### src/pkg/bcr_consts.vh
`ifndef BCR_CONSTS_VH
`define BCR_CONSTS_VH

// register bus geometry
`define BCR_ADDR_W 4
`define BCR_DATA_W 32
`define BCR_BE_W 4

// register offset (byte address)
`define BCR_BUS_CTRL_1_OFFSET 4'h0

// field positions
`define BCR_BIT_BYTE_ORDER 31
`define BCR_BIT_ROLE 30
`define BCR_BIT_AREA0_MUX 29
`define BCR_BIT_DATA_PU_OFF 26
`define BCR_BIT_INPUT_PU_OFF 25
`define BCR_BIT_OUTPUT_PU_OFF 24
`define BCR_BIT_AREA1_BYTE_CTRL 21
`define BCR_BIT_AREA4_BYTE_CTRL 20

// access masks and reset value
`define BCR_WRITE_MASK 32'h073b_fffd
`define BCR_RESERVED_MASK 32'h18c4_0002
`define BCR_STRAP_MASK 32'he000_0000
`define BCR_RESET_VALUE 32'h0000_0000

// cycles the strap synchroniser needs before capture
`define BCR_STRAP_SETTLE 2'h3

`endif

### src/verilog/bcr_reg.v
// Overview of operation
// - 32-bit software register; writable fields clear to zero on power-on reset.
// - manual reset and standby leave the register contents untouched.
// - bit 31 captures the byte-order strap at power-on; read-only.
// - bit 30 captures the role strap inverted at power-on; read-only.
// - bit 29 captures the area 0 type strap inverted; read-only.
// - reserved bits 28,27,23,22,18,1 read zero; software writes zero there.
// - bit 26 set turns data pin pull-ups off; zero turns them on.
// - no data pull-up during a bus access or while the bus is released.
// - bit 25 set turns control input pin pull-ups off.
// - bit 24 set turns off pull-ups on high-impedance control output pins.
// - bit 21 selects area 1 byte control; multiplexed setting overrides it.
// - bit 20 selects area 4 byte control; multiplexed setting overrides it.
`timescale 1ns/1ps
`include "bcr_consts.vh"
module bcr_reg #(
  parameter ADDR_W = `BCR_ADDR_W
) (
  // clock and power-on reset
  input wire clk,
  input wire reset_n,
  // manual reset pin, does not clear the register
  input wire manual_reset_n,
  // standby indication from the power controller
  input wire standby,
  // mode straps sampled after power-on reset
  input wire byte_order_strap,
  input wire role_strap,
  input wire area0_type_strap,
  // bus state from the bus controller
  input wire bus_access_active,
  input wire bus_released,
  input wire output_pins_hiz,
  input wire area1_multiplexed_bus_interface,
  input wire area4_multiplexed_bus_interface,
  // avalon-mm slave
  input wire [ADDR_W-1:0] address,
  input wire read,
  input wire write,
  input wire [`BCR_DATA_W-1:0] writedata,
  input wire [`BCR_BE_W-1:0] byteenable,
  output reg [`BCR_DATA_W-1:0] readdata,
  output reg waitrequest,
  // decoded controls
  output reg [`BCR_DATA_W-1:0] bus_control_register_1,
  output reg little_endian,
  output reg slave_mode,
  output reg area0_mux_type_flag,
  output reg data_pin_pullup_en,
  output reg input_pin_pullup_en,
  output reg output_pin_pullup_en,
  output reg area1_byte_ctrl_mode,
  output reg area4_byte_ctrl_mode
);

  localparam [2:0] ST_INIT = 3'b001;
  localparam [2:0] ST_IDLE = 3'b010;
  localparam [2:0] ST_ACK = 3'b100;

  reg [2:0] state;
  reg [2:0] next_state;
  reg [1:0] settle_cnt;
  reg [2:0] strap_bits;
  reg [`BCR_DATA_W-1:0] rw_bits;
  reg [`BCR_DATA_W-1:0] next_rw_bits;
  reg [`BCR_DATA_W-1:0] reg_value;
  reg [`BCR_DATA_W-1:0] rd_value;
  wire [2:0] strap_sync;
  wire [1:0] ctl_sync;
  wire manual_reset_sync_n;
  wire standby_sync;
  wire hit;
  wire req;
  integer i;
  reg next_waitrequest;
  reg [`BCR_DATA_W-1:0] next_readdata;
  reg next_data_pullup_en;
  reg next_input_pullup_en;
  reg next_output_pullup_en;
  reg next_area1_byte_ctrl_mode;
  reg next_area4_byte_ctrl_mode;
  localparam [`BCR_DATA_W-1:0] WMASK = `BCR_WRITE_MASK;

  // pins cross into the clock domain through two flip-flops
  bcr_sync #(
    .WIDTH(3),
    .INIT(3'h0)
  ) u_strap_sync (
    .clk(clk),
    .reset_n(reset_n),
    .async_in({byte_order_strap, role_strap, area0_type_strap}),
    .sync_out(strap_sync)
  );

  bcr_sync #(
    .WIDTH(2),
    .INIT(2'h1)
  ) u_ctl_sync (
    .clk(clk),
    .reset_n(reset_n),
    .async_in({standby, manual_reset_n}),
    .sync_out(ctl_sync)
  );

  assign manual_reset_sync_n = ctl_sync[0];
  assign standby_sync = ctl_sync[1];
  assign hit = (address == `BCR_BUS_CTRL_1_OFFSET);
  assign req = read | write;

  // straps are caught once after each power-on release; manual resets never recapture
  // the count covers the two synchroniser edges before the straps are trusted
  always @(posedge clk or negedge reset_n) begin
    if (!reset_n) begin
      settle_cnt <= 2'h0;
    end else if (state == ST_INIT) begin
      settle_cnt <= settle_cnt + 2'h1;
    end
  end

  always @(posedge clk or negedge reset_n) begin
    if (!reset_n) begin
      strap_bits <= 3'h0;
    end else if (state == ST_INIT && settle_cnt == `BCR_STRAP_SETTLE) begin
      strap_bits[2] <= strap_sync[2];
      strap_bits[1] <= ~strap_sync[1];
      strap_bits[0] <= ~strap_sync[0];
    end
  end

  // full register image; strap and reserved positions never come from rw_bits
  always @* begin
    reg_value = rw_bits & `BCR_WRITE_MASK;
    reg_value[`BCR_BIT_BYTE_ORDER] = strap_bits[2];
    reg_value[`BCR_BIT_ROLE] = strap_bits[1];
    reg_value[`BCR_BIT_AREA0_MUX] = strap_bits[0];
  end

  always @* begin
    if (hit) begin
      rd_value = reg_value;
    end else begin
      rd_value = {`BCR_DATA_W{1'b0}};
    end
  end

  // byte-lane merge; only writable bits take the new value
  always @* begin
    next_rw_bits = rw_bits;
    for (i = 0; i < `BCR_BE_W; i = i + 1) begin
      if (byteenable[i]) begin
        next_rw_bits[8*i +: 8] = (writedata[8*i +: 8] & WMASK[8*i +: 8])
          | (rw_bits[8*i +: 8] & ~WMASK[8*i +: 8]);
      end
    end
  end

  // only power-on reset clears the writable fields; manual reset and standby do not
  always @(posedge clk or negedge reset_n) begin
    if (!reset_n) begin
      rw_bits <= `BCR_RESET_VALUE;
    end else if (state == ST_ACK && write && hit) begin
      rw_bits <= next_rw_bits;
    end
  end

  // slave handshake: request waits in idle, answer stands for one cycle
  always @* begin
    case (state)
      ST_INIT: begin
        if (settle_cnt == `BCR_STRAP_SETTLE) begin
          next_state = ST_IDLE;
        end else begin
          next_state = ST_INIT;
        end
      end
      ST_IDLE: begin
        if (req) begin
          next_state = ST_ACK;
        end else begin
          next_state = ST_IDLE;
        end
      end
      ST_ACK: begin
        next_state = ST_IDLE;
      end
      default: begin
        next_state = ST_IDLE;
      end
    endcase
  end

  // manual reset only restarts the handshake, the register is kept
  always @(posedge clk or negedge reset_n) begin
    if (!reset_n) begin
      state <= ST_INIT;
    end else if (!manual_reset_sync_n && state != ST_INIT) begin
      state <= ST_IDLE;
    end else begin
      state <= next_state;
    end
  end

  // answer of the slave handshake; read data stands through the acknowledge cycle
  always @* begin
    next_waitrequest = (next_state != ST_ACK);
    next_readdata = `BCR_RESET_VALUE;
    if (!manual_reset_sync_n && state != ST_INIT) begin
      next_waitrequest = 1'b1;
    end else if (state == ST_IDLE && read) begin
      next_readdata = rd_value;
    end else if (state == ST_ACK) begin
      next_readdata = readdata;
    end
  end

  always @(posedge clk or negedge reset_n) begin
    if (!reset_n) begin
      waitrequest <= 1'b1;
    end else begin
      waitrequest <= next_waitrequest;
    end
  end

  always @(posedge clk or negedge reset_n) begin
    if (!reset_n) begin
      readdata <= `BCR_RESET_VALUE;
    end else begin
      readdata <= next_readdata;
    end
  end

  // pull-ups are kept off until the straps are in, and held through standby
  always @* begin
    next_data_pullup_en = 1'b0;
    next_input_pullup_en = 1'b0;
    next_output_pullup_en = 1'b0;
    if (state != ST_INIT) begin
      next_data_pullup_en = !reg_value[`BCR_BIT_DATA_PU_OFF];
      if (bus_access_active || bus_released) begin
        next_data_pullup_en = 1'b0;
      end
      next_input_pullup_en = !reg_value[`BCR_BIT_INPUT_PU_OFF];
      next_output_pullup_en = output_pins_hiz
        && !reg_value[`BCR_BIT_OUTPUT_PU_OFF];
    end
  end

  // a multiplexed area overrides its byte control selection
  always @* begin
    next_area1_byte_ctrl_mode = reg_value[`BCR_BIT_AREA1_BYTE_CTRL]
      && !area1_multiplexed_bus_interface;
    next_area4_byte_ctrl_mode = reg_value[`BCR_BIT_AREA4_BYTE_CTRL]
      && !area4_multiplexed_bus_interface;
  end

  // image is kept through standby; only power-on reset clears it
  always @(posedge clk or negedge reset_n) begin
    if (!reset_n) begin
      bus_control_register_1 <= `BCR_RESET_VALUE;
    end else if (standby_sync) begin
      bus_control_register_1 <= reg_value;
    end else begin
      bus_control_register_1 <= reg_value;
    end
  end

  // strap flags mirror the captured bits
  always @(posedge clk or negedge reset_n) begin
    if (!reset_n) begin
      little_endian <= 1'b0;
    end else begin
      little_endian <= reg_value[`BCR_BIT_BYTE_ORDER];
    end
  end

  always @(posedge clk or negedge reset_n) begin
    if (!reset_n) begin
      slave_mode <= 1'b0;
    end else begin
      slave_mode <= reg_value[`BCR_BIT_ROLE];
    end
  end

  always @(posedge clk or negedge reset_n) begin
    if (!reset_n) begin
      area0_mux_type_flag <= 1'b0;
    end else begin
      area0_mux_type_flag <= reg_value[`BCR_BIT_AREA0_MUX];
    end
  end

  // pull-up enables
  always @(posedge clk or negedge reset_n) begin
    if (!reset_n) begin
      data_pin_pullup_en <= 1'b0;
    end else begin
      data_pin_pullup_en <= next_data_pullup_en;
    end
  end

  always @(posedge clk or negedge reset_n) begin
    if (!reset_n) begin
      input_pin_pullup_en <= 1'b0;
    end else begin
      input_pin_pullup_en <= next_input_pullup_en;
    end
  end

  always @(posedge clk or negedge reset_n) begin
    if (!reset_n) begin
      output_pin_pullup_en <= 1'b0;
    end else begin
      output_pin_pullup_en <= next_output_pullup_en;
    end
  end

  // area byte control modes
  always @(posedge clk or negedge reset_n) begin
    if (!reset_n) begin
      area1_byte_ctrl_mode <= 1'b0;
    end else begin
      area1_byte_ctrl_mode <= next_area1_byte_ctrl_mode;
    end
  end

  always @(posedge clk or negedge reset_n) begin
    if (!reset_n) begin
      area4_byte_ctrl_mode <= 1'b0;
    end else begin
      area4_byte_ctrl_mode <= next_area4_byte_ctrl_mode;
    end
  end

endmodule

### src/verilog/bcr_sync.v
`timescale 1ns/1ps
module bcr_sync #(
  parameter WIDTH = 1,
  parameter [WIDTH-1:0] INIT = {WIDTH{1'b0}}
) (
  // clock and reset
  input wire clk,
  input wire reset_n,
  // asynchronous level in, synchronous level out
  input wire [WIDTH-1:0] async_in,
  output reg [WIDTH-1:0] sync_out
);

  reg [WIDTH-1:0] stage1;

  always @(posedge clk or negedge reset_n) begin
    if (!reset_n) begin
      stage1 <= INIT;
      sync_out <= INIT;
    end else begin
      stage1 <= async_in;
      sync_out <= stage1;
    end
  end

endmodule

### config.mk
export PLATFORM = sky130hd
export DESIGN_NAME = bcr_reg
export DESIGN_NICKNAME = d
export VERILOG_FILES = /design/src/verilog/bcr_reg.v /design/src/verilog/bcr_sync.v
export VERILOG_INCLUDE_DIRS = /design/src /design/src/pkg
export SDC_FILE = /design/constraint.sdc
export NUM_CORES = 1
export LEC_CHECK = 0
export ABC_CLOCK_PERIOD_IN_PS = 3400
export BUFFER_PORTS_ARGS = -buffer_cell sky130_fd_sc_hd__buf_2
export CAP_MARGIN = 15
export CORE_MARGIN = 2
export CORE_UTILIZATION = 51
export DETAILED_ROUTE_END_ITERATION = 10
export GPL_TIMING_DRIVEN = 0
export PLACE_DENSITY = 0.83
export SLEW_MARGIN = 30
export SYNTH_ARGS = -nofsm -noshare
export SYNTH_HDL_FRONTEND = slang
export SYNTH_SLANG_ARGS = --single-unit
### constraint.sdc
create_clock -name clk -period 3.4 [get_ports clk]
set_clock_uncertainty 0.1 [all_clocks]
set_input_delay 0.34 -clock clk [delete_from_list [all_inputs] [get_ports clk]]
set_output_delay 0.34 -clock clk [all_outputs]
set_load 0.05 [all_outputs]
==> flow_summary.json, run 1 <==
{
  "min_period_ns": 1.91,
  "ir_drop_mv": 0.290,
  "critical-path-top-delay-family": "flip-flops",
  "drcViolationCount": 0,
  "dieHeight_um": 84.3,
  "core.rowCount": 29,
  "power.static_leakage_nw": 2.39,
  "clk_pin_slew_ns": 0.09,
  "cp.buffers_inverters": 1,
  "cts_tree": "yes",
  "via_per_inst": 4.93,
  "number_of_buffers_created_by_cts": 9,
  "synth.lib_cells_used.distinct": 26,
  "clock_sink_count": 97,
  "syn_avg_cell_area_um2": 16.8,
  "drtIter0Drc": 73,
  "htree_num_levels": 3,
  "worstPathMaxFanout": 10,
  "global_route.overflow_total": 0,
  "synth-warning-count": 0,
  "synth_ff_type": "sky130_fd_sc_hd__dfrtp_1",
  "required_ns": 3.59,
  "detailroute.via_count": 2027,
  "antenna_violations_before_repair": 0,
  "max_freq_ghz": 0.524,
  "crit_path_cell_trace": "nand2_1, nor3_2, clkbuf_1, a22o_1",
  "critPathMaxStageDelay_ns": 0.54,
  "portBuffers": 104,
  "nets": 384,
  "hold_path_class": "in2reg",
  "p_seq_share_pct": 56.1,
  "area_of_the_die_um2": 7100,
  "coreArea_um2": 6280,
  "gp_congestion": 0.783,
  "grt_max_degree": 59,
  "initial_core_utilization_pct": 52.3,
  "power_switching_mw": 0.521,
  "power.share.clock_pct": 36.0,
  "grt_use_total_pct": 18.5,
  "tns_ns": 0,
  "syn-instance-count": 196,
  "finalHoldWorstSlack_ns": 0.0276,
  "power.share.switching_pct": 24.6,
  "clock_tree.buffer_depth": 2,
  "layout-drive-gt1-share_pct": 51.5,
  "post_route_wl_um": 6070,
  "worstSetupEndpointType": "flip-flop",
  "rsz_0062_raised_after_global_routing": "no",
  "share_comb_of_total_power_pct": 7.8,
  "firstDrtPassIters": 4,
  "setup_failing_eps_final": 0,
  "ys_seq_elements": 97,
  "diodes": 0,
  "synth_async_sr_flop_share_pct": 100,
  "critical_path.slowest_cell": "sky130_fd_sc_hd__dfstp_2",
  "die-width_um": 84.3,
  "slew_headroom_pct": 51.2,
  "timing_max_transition_violations_final": 0,
  "timing.final.hold_violations": 0,
  "share_of_the_clock_period_used_by_the_worst_path_pct": 56.1,
  "power.density_nw_per_um2": 501,
  "post-dp-hpwl_um": 4340,
  "drtAntennaViolNets": 0,
  "ioPinCount": 127,
  "tightest_slew_ns": 0.731,
  "status": "finished clean",
  "area_growth_pct": 29.1,
  "grt_pass1_wl_um": 10000,
  "cap_violations": 0,
  "timing.critical_path.arrival_ns": 2.10,
  "clkLatencyLatePin_ns": 0.35,
  "synth-edff-count": 0,
  "grt_pass1_vias": 2092,
  "clockRootBuffer": "sky130_fd_sc_hd__clkbuf_8",
  "post_drt_wl_per_cell_um": 14.8,
  "yosysSeqAreaShare_pct": 74.0,
  "intPower_mw": 1.60,
  "timing_worst_setup_path_type": "reg2reg",
  "syn-cell-area_um2": 3290,
  "timing.critical_path.from_type": "flip-flop"
}
stage by stage:
step | util [%] | setup slack (ns) | instances | instance area (um2) | total power, mW
2_1_floorplan | - | 1.78 | 207 | 3330 | 1.31
3_3_place_gp | 62.8 | 1.06 | 388 | 3940 | 1.37
3_5_place_dp | 63.2 | 1.46 | 389 | 3970 | 1.38
4_1_cts | 67.6 | 1.44 | 411 | 4240 | 2.15
5_1_grt | 67.6 | 1.35 | 411 | 4240 | 2.21
6_report | 67.6 | 1.49 | 411 | 4240 | 2.12
cells in the mapped netlist (2+ instances only):
library cell	instances	share of area, %
sky130_fd_sc_hd__dfrtp_1	93	71
sky130_fd_sc_hd__a22o_1	26	6.9
sky130_fd_sc_hd__mux2_2	25	8.6
sky130_fd_sc_hd__buf_4	15	3.4
sky130_fd_sc_hd__dfstp_2	4	3.2
sky130_fd_sc_hd__nor2_1	4	0.46
sky130_fd_sc_hd__nor2b_1	3	0.57
sky130_fd_sc_hd__a21oi_1	2	0.30
sky130_fd_sc_hd__and3_1	2	0.38
sky130_fd_sc_hd__buf_2	2	0.30
sky130_fd_sc_hd__clkbuf_1	2	0.23
sky130_fd_sc_hd__nand3_1	2	0.30
sky130_fd_sc_hd__nand3_2	2	0.61
sky130_fd_sc_hd__nor3b_1	2	0.46
logic make-up after synthesis:
| logic type | count (synthesis) | share of synthesized area, % |
|---|---|---|
| flip-flops | 97 | 74.0 |
| AND/OR/NAND/NOR | 22 | 5.10 |
| AO/OA/AOI/OAI | 29 | 7.46 |
| other | 1 | 0.114 |
| multiplexers | 25 | 8.57 |
| adder cells (fa/ha/maj) | 1 | 0.381 |
| XOR/XNOR | 1 | 0.267 |
| buffers and inverters | 20 | 4.07 |
path summary, 6_finish.rpt:
path                                            startpoint                         end  slack (ns)  cells past startpoint
setup / recovery                    u_ctl_sync.sync_out[0]                 readdata[7]        1.49                      4
hold / removal             area4_multiplexed_bus_interface        area4_byte_ctrl_mode        0.03                      2
setup reg to reg                    u_ctl_sync.sync_out[0]                 readdata[7]        1.49                      4
hold reg to reg                     u_strap_sync.stage1[0]    u_strap_sync.sync_out[0]        0.25                      0
max in group asynchronous                          reset_n      u_strap_sync.stage1[1]        2.22                      3
min in group asynchronous                          reset_n  bus_control_register_1[19]        0.41                      2
routing by layer:
metal,routed length [um],track usage [%]
met3,483,5.70
met4,101,9.24
met1,2440,22.3
met5,0,0
met2,3050,30.3
timing repair:
item                                   in CTS  in global routing
setup buffers                               0                  0
hold buffers                                6                  0
endpoints found under the hold margin      58                  0
gates resized for setup                     0                  0
power groups by stage:
stage          registers (mW)  logic, mW  clock network [mW]
2_1_floorplan            1.25     0.0569                   0
3_3_place_gp             1.21      0.157                   0
3_5_place_dp             1.21      0.163                   0
4_1_cts                  1.19      0.169               0.792
5_1_grt                  1.20      0.180               0.838
6_report                 1.19      0.166               0.764
cell usage in the layout, fill, tap and decap left out, types with 2 or more instances in the layout:
cell type,instances
sky130_fd_sc_hd__nor3b_1,2
sky130_fd_sc_hd__and3_1,2
sky130_fd_sc_hd__nor2b_1,3
sky130_fd_sc_hd__clkbuf_1,2
sky130_fd_sc_hd__nand3_2,2
sky130_fd_sc_hd__mux2_2,25
sky130_fd_sc_hd__dfstp_2,4
sky130_fd_sc_hd__buf_4,15
sky130_fd_sc_hd__conb_1,12
sky130_fd_sc_hd__dfrtp_1,93
sky130_fd_sc_hd__nor2_1,4
sky130_fd_sc_hd__a21oi_1,2
sky130_fd_sc_hd__buf_2,105
sky130_fd_sc_hd__nand3_1,2
sky130_fd_sc_hd__inv_6,3
sky130_fd_sc_hd__a22o_1,26
sky130_fd_sc_hd__dlygate4sd3_1,6
sky130_fd_sc_hd__clkbuf_8,10
sequential cells by signal (all words and copies together), names as in the netlist, 2 cells and up:
signal and cells:
state 3, settle_cnt 2, readdata 26, rw_bits 23, u_strap_sync.sync_out 3, bus_control_register_1 26
u_strap_sync.stage1 3, strap_bits 3
area by class of cell:
cell class / count / area, um2
Tap cell: 77 / 96.3
Sequential cell: 97 / 2430
Fill cell: 458 / 2040
Buffer: 19 / 130
Timing Repair Buffer: 111 / 607
Clock buffer: 10 / 138
Inverter: 1 / 3.75
Clock inverter: 6 / 72.6
Multi-Input combinational cell: 90 / 761
No activity file was read; power rests on OpenSTA's default activity.
==> inputs of run 2 (changes only) <==
--- a/config.mk
+++ b/config.mk
@@ -6,14 +6,14 @@
 export SDC_FILE = /design/constraint.sdc
 export NUM_CORES = 1
 export LEC_CHECK = 0
-export ABC_CLOCK_PERIOD_IN_PS = 3400
+export ABC_CLOCK_PERIOD_IN_PS = 1900
 export BUFFER_PORTS_ARGS = -buffer_cell sky130_fd_sc_hd__buf_2
 export CAP_MARGIN = 15
 export CORE_MARGIN = 2
-export CORE_UTILIZATION = 51
+export CORE_UTILIZATION = 48
 export DETAILED_ROUTE_END_ITERATION = 10
 export GPL_TIMING_DRIVEN = 0
-export PLACE_DENSITY = 0.83
+export PLACE_DENSITY = 0.79
 export SLEW_MARGIN = 30
 export SYNTH_ARGS = -nofsm -noshare
 export SYNTH_HDL_FRONTEND = slang
==> constraint.sdc (replaced) <==
create_clock -name clk -period 1.9 [get_ports clk]
set_clock_uncertainty 0.1 [all_clocks]
set_input_delay 0.19 -clock clk [delete_from_list [all_inputs] [get_ports clk]]
set_output_delay 0.19 -clock clk [all_outputs]
set_load 0.05 [all_outputs]
==> flow_summary.json, run 2 (synthesis gave the netlist of run 1 again) <==
{
  "grt_max_degree": 77,
  "final_core_utilization_pct": 68.1,
  "finalHoldWorstSlack_ns": 0.0222,
  "setup_fix_bufs_post_cts": 0,
  "layout_top_registers": "bus_control_register_1: 26 flops, readdata: 26 flops, rw_bits: 23 flops",
  "post_route_wl_um": 6820,
  "clockRootBuffer": "sky130_fd_sc_hd__clkbuf_8",
  "nets": 411,
  "worstPathMaxFanout": 10,
  "htree_num_levels": 3,
  "final_common_cell": "sky130_fd_sc_hd__buf_2",
  "multi_input_area_um2": 778,
  "worstSetupEndpointType": "flip-flop",
  "initial_core_utilization_pct": 48.9,
  "timing_max_transition_violations_final": 0,
  "crit_path_cell_trace": "nor4bb_2, and3_1, buf_2, a22o_1",
  "share_of_the_clock_period_used_by_the_worst_path_pct": 93.3,
  "cts_tree": "yes",
  "min_period_ns": 1.77,
  "power.share.switching_pct": 23.1,
  "grt_pass1_wl_um": 10600,
  "seqCellArea_um2": 2430,
  "global_route.overflow_total": 0,
  "drtAntennaViolNets": 0,
  "final_cell_mix": "sky130_fd_sc_hd__buf_2 (105), sky130_fd_sc_hd__dfrtp_1 (93), sky130_fd_sc_hd__dlygate4sd3_1 (33)",
  "setup_failing_eps_final": 0,
  "area_of_the_die_um2": 7520,
  "grt_pass1_vias": 2184,
  "fill_cells": 471,
  "core.rowCount": 30,
  "critical_path.slowest_cell": "sky130_fd_sc_hd__dfstp_2",
  "drcViolationCount": 0,
  "firstDrtPassIters": 4,
  "rsz_0062_raised_after_global_routing": "no",
  "post_drt_wl_per_cell_um": 15.5,
  "power.share.clock_pct": 38.9,
  "area_growth_pct": 39.2,
  "number_of_buffers_created_by_cts": 9,
  "ioPinCount": 127,
  "post-dp-hpwl_um": 4460,
  "antenna_violations_before_repair": 0,
  "coreArea_um2": 6720,
  "max_freq_ghz": 0.564,
  "hold_path_class": "in2reg",
  "dieHeight_um": 86.7,
  "share_comb_of_total_power_pct": 8.6,
  "portBuffers": 104,
  "timing.critical_path.arrival_ns": 1.96,
  "critPathMaxStageDelay_ns": 0.54,
  "via_per_inst": 4.80,
  "required_ns": 2.09,
  "die-width_um": 86.7,
  "clock_sink_count": 97,
  "detailroute.via_count": 2117,
  "p_seq_share_pct": 52.5,
  "clkLatencyLatePin_ns": 0.35,
  "power.static_leakage_nw": 2.53,
  "power_switching_mw": 0.939,
  "timing_worst_setup_path_type": "reg2reg",
  "layout-drive-gt1-share_pct": 48.5,
  "clk_pin_slew_ns": 0.09,
  "gp_congestion": 0.731,
  "cp.buffers_inverters": 1,
  "total_power_mw": 4.07,
  "status": "finished clean",
  "timing.critical_path.from_type": "flip-flop",
  "cap_violations": 0,
  "timing.final.hold_violations": 0,
  "intPower_mw": 3.13,
  "critical-path-top-delay-family": "simple AND/OR/NAND/NOR gates",
  "clock_tree.buffer_depth": 2,
  "diodes": 0,
  "drtIter0Drc": 75,
  "power.density_nw_per_um2": 889,
  "ir_drop_mv": 0.456,
  "grt_use_total_pct": 18.8
}
-- run 2: cell count changes in the layout (fill, tap and decap cells not counted), sizes merged --
cell	delta
inv	-2
dlygate4sd3	+27
bufinv	+2
-- run 2: worst register-to-register path, stage by stage (launching register included) --
cell and delay, ns:
sky130_fd_sc_hd__dfstp_2 0.54, sky130_fd_sc_hd__nor4bb_2 0.38, sky130_fd_sc_hd__and3_1 0.26, sky130_fd_sc_hd__buf_2 0.26, sky130_fd_sc_hd__a22o_1 0.18
-- run 2: path summary, 6_finish.rpt --
check | startpoint | to | slack (ns) | cells after the start
hold / removal | write | state[2] | 0.02 | 2
hold reg to reg | u_strap_sync.stage1[0] | u_strap_sync.sync_out[0] | 0.25 | 0
min in group asynchronous | reset_n | readdata[11] | 0.12 | 2
setup reg to reg | u_ctl_sync.sync_out[0] | readdata[24] | 0.13 | 4
max in group asynchronous | reset_n | state[0] | 0.94 | 3
setup / recovery | u_ctl_sync.sync_out[0] | readdata[24] | 0.13 | 4
-- run 2: routing by layer --
metal	GRT usage (%)	vias up	wire [um]	part of all wire, %
met5	0	-	0	0
met4	9.94	0	182	2.7
met3	4.00	15	311	4.6
met2	31.3	75	3600	53
met1	23.2	1040	2720	40
li1	-	987	-	-
-- run 2: timing repair --
item | in CTS | in global routing
resized for setup | 3 | 3
endpoints found under the setup margin | 21 | 20
hold buffers | 33 | 0
hold endpoints to repair | 124 | 0
-- run 2: layout make-up --
type,instances,area share [%]
clock inverter,6,2.52
inverter,1,0.0821
buffer,19,2.90
timing repair buffer,138,19.3
tap,80,2.19
multi-input combinational,90,17.0
sequential,97,53.2
clock buffer,10,2.79
-- run 2: through the flow --
stage | worst slack, ns | cells | setup TNS, ns | area [um2]
global placement | -0.275 | 391 | -25.34 | 3950
detailed placement | -0.0777 | 392 | -0.873 | 3980
global route | 0.0460 | 441 | 0 | 4570
floorplan | 0.277 | 207 | 0 | 3330
finish | 0.127 | 441 | 0 | 4570
CTS | 0.0585 | 441 | 0 | 4570
-- run 2: power groups by stage --
stage	logic [mW]	clock network [mW]	registers, mW
2_1_floorplan	0.102	0	2.24
3_3_place_gp	0.282	0	2.17
3_5_place_dp	0.295	0	2.17
4_1_cts	0.349	1.60	2.14
5_1_grt	0.374	1.70	2.14
6_report	0.350	1.58	2.14
==> inputs of run 3 (changes only) <==
--- a/config.mk
+++ b/config.mk
@@ -11,6 +11,7 @@
 export CAP_MARGIN = 15
 export CORE_MARGIN = 2
 export CORE_UTILIZATION = 48
+export CTS_BUF_LIST = sky130_fd_sc_hd__clkbuf_4 sky130_fd_sc_hd__clkbuf_8 sky130_fd_sc_hd__clkbuf_16
 export DETAILED_ROUTE_END_ITERATION = 10
 export GPL_TIMING_DRIVEN = 0
 export PLACE_DENSITY = 0.79
==> flow_summary.json, run 3 (synthesis gave the netlist of run 1 again) <==
{
  "fill_cells": 471,
  "ioPinCount": 127,
  "grt_pass1_vias": 2183,
  "timing.reg2reg.setup_slack_ns": 0.13,
  "crit_path_cell_trace": "nor4bb_2, and3_1, buf_2, a22o_1",
  "r2r_path_end": "readdata[24]",
  "status": "finished clean",
  "core.rowCount": 30,
  "timing_worst_setup_path_type": "reg2reg",
  "number_of_buffers_created_by_cts": 9,
  "total_power_mw": 4.08,
  "drtIter0Drc": 76,
  "detailroute.via_count": 2126,
  "rr_startpoint": "u_ctl_sync.sync_out[0]",
  "final_cell_mix": "sky130_fd_sc_hd__buf_2 (105), sky130_fd_sc_hd__dfrtp_1 (93), sky130_fd_sc_hd__dlygate4sd3_1 (33)",
  "required_ns": 2.09,
  "share_comb_of_total_power_pct": 8.6,
  "timing.final.hold_violations": 0,
  "dp_worst_setup_slack_ns": -0.0777,
  "grt_pass1_wl_um": 10600,
  "ir_drop_mv": 0.456,
  "clock_tree.buffer_depth": 2,
  "critPathMaxStageDelay_ns": 0.54,
  "clkLatencyLatePin_ns": 0.35,
  "timing.critical_path.from_type": "flip-flop",
  "clockRootBuffer": "sky130_fd_sc_hd__clkbuf_8",
  "initial_core_utilization_pct": 48.9,
  "drtAntennaViolNets": 0,
  "setup_failing_eps_final": 0,
  "gp_congestion": 0.731,
  "power.static_leakage_nw": 2.53,
  "reg2reg_depth": 4,
  "drcViolationCount": 0,
  "worstPathMaxFanout": 10,
  "timing_max_transition_violations_final": 0,
  "htree_num_levels": 3,
  "timing.critical_path.from": "u_ctl_sync.sync_out[0]",
  "final_common_cell": "sky130_fd_sc_hd__buf_2",
  "post_drt_wl_per_cell_um": 15.4,
  "power_switching_mw": 0.940,
  "setup_fix_bufs_post_cts": 0,
  "critical_path.endpoint": "readdata[24]",
  "post-dp-hpwl_um": 4460,
  "area_growth_pct": 39.3,
  "via_per_inst": 4.82,
  "max_freq_ghz": 0.564,
  "antenna_violations_before_repair": 0,
  "diodes": 0,
  "global_route.overflow_total": 0,
  "nets": 411,
  "layout_top_registers": "bus_control_register_1: 26 flops, readdata: 26 flops, rw_bits: 23 flops",
  "timing.critical_path.arrival_ns": 1.96,
  "min_period_ns": 1.77,
  "grt_max_degree": 77,
  "dieHeight_um": 86.7,
  "worstSetupEndpointType": "flip-flop",
  "power.density_nw_per_um2": 891,
  "p_seq_share_pct": 52.4,
  "clk_pin_slew_ns": 0.09,
  "die-width_um": 86.7,
  "grt_use_total_pct": 18.9,
  "layout-drive-gt1-share_pct": 48.8,
  "area_of_the_die_um2": 7520,
  "firstDrtPassIters": 4,
  "power.share.clock_pct": 39.1,
  "portBuffers": 104,
  "critical_path.slowest_cell": "sky130_fd_sc_hd__dfstp_2",
  "rsz_0062_raised_after_global_routing": "no",
  "intPower_mw": 3.14,
  "setup_ws_ns": 0.128,
  "coreArea_um2": 6720,
  "power.share.switching_pct": 23.0,
  "cap_violations": 0,
  "clock_sink_count": 97,
  "post_route_wl_um": 6810,
  "cts_tree": "yes",
  "share_of_the_clock_period_used_by_the_worst_path_pct": 93.3,
  "hold_path_class": "in2reg"
}
-- run 3: cell counts in the layout (fill, tap and decap cells not counted) --
Identical to the previous run, type by type.
-- run 3: power groups by stage --
stage | Sequential [mW] | Clock, mW | Combinational (mW)
floorplan | 2.24 | 0 | 0.102
global placement | 2.17 | 0 | 0.282
detailed placement | 2.17 | 0 | 0.295
CTS | 2.14 | 1.61 | 0.349
global route | 2.14 | 1.71 | 0.374
finish | 2.14 | 1.59 | 0.350
-- run 3: metrics by stage --
stage	TNS, ns	cells	util (%)	cell area [um2]	hold WS, ns
6_report	0	441	68.1	4580	0.0222
5_1_grt	0	441	68.1	4580	0.0257
4_1_cts	0	441	68.0	4570	0.0110
3_5_place_dp	-0.873	392	59.3	3980	-0.0547
3_3_place_gp	-25.34	391	58.8	3950	0.195
2_1_floorplan	0	207	-	3330	-0.206
-- run 3: worst max-delay path, delay by kind of cell, from the launching register on --
family          cells  cell delay, ns
compound gates      1            0.17
simple gates        2            0.64
flops               1            0.54
buf+inv             1            0.26
-- run 3: metal layers --
layer	global-route usage, %	part of all wire [%]
met1	23.3	40
met2	31.3	53
met3	4.00	4.6
met4	9.94	2.7
met5	0	0
-- run 3: how the worst min path moves through the flow --
stage	start	end	slack [ns]	cells after the start
floorplan	reset_n	area1_byte_ctrl_mode	-0.21	0
global placement	manual_reset_n	u_ctl_sync.stage1[0]	0.19	1
detailed placement	reset_n	readdata[11]	-0.05	1
CTS	write	state[2]	0.01	2
global route	write	state[2]	0.03	2
finish	write	state[2]	0.02	2
-- run 3: layout make-up --
| cell class | instances | area (um2) | area share [%] |
|---|---|---|---|
| Sequential cell | 97 | 2430 | 53.1 |
| Timing Repair Buffer | 138 | 885 | 19.3 |
| Multi-Input combinational cell | 90 | 778 | 17.0 |
| Buffer | 19 | 133 | 2.90 |
| Clock buffer | 10 | 131 | 2.87 |
| Clock inverter | 6 | 115 | 2.51 |
| Tap cell | 80 | 100 | 2.19 |
| Inverter | 1 | 3.75 | 0.0820 |
-- run 3: repair_timing --
action,CTS,global route
resized for setup,3,3
hold buffers,33,0
pin swaps,0,0
endpoints found under the setup margin,21,20
endpoints found under the hold margin,124,0
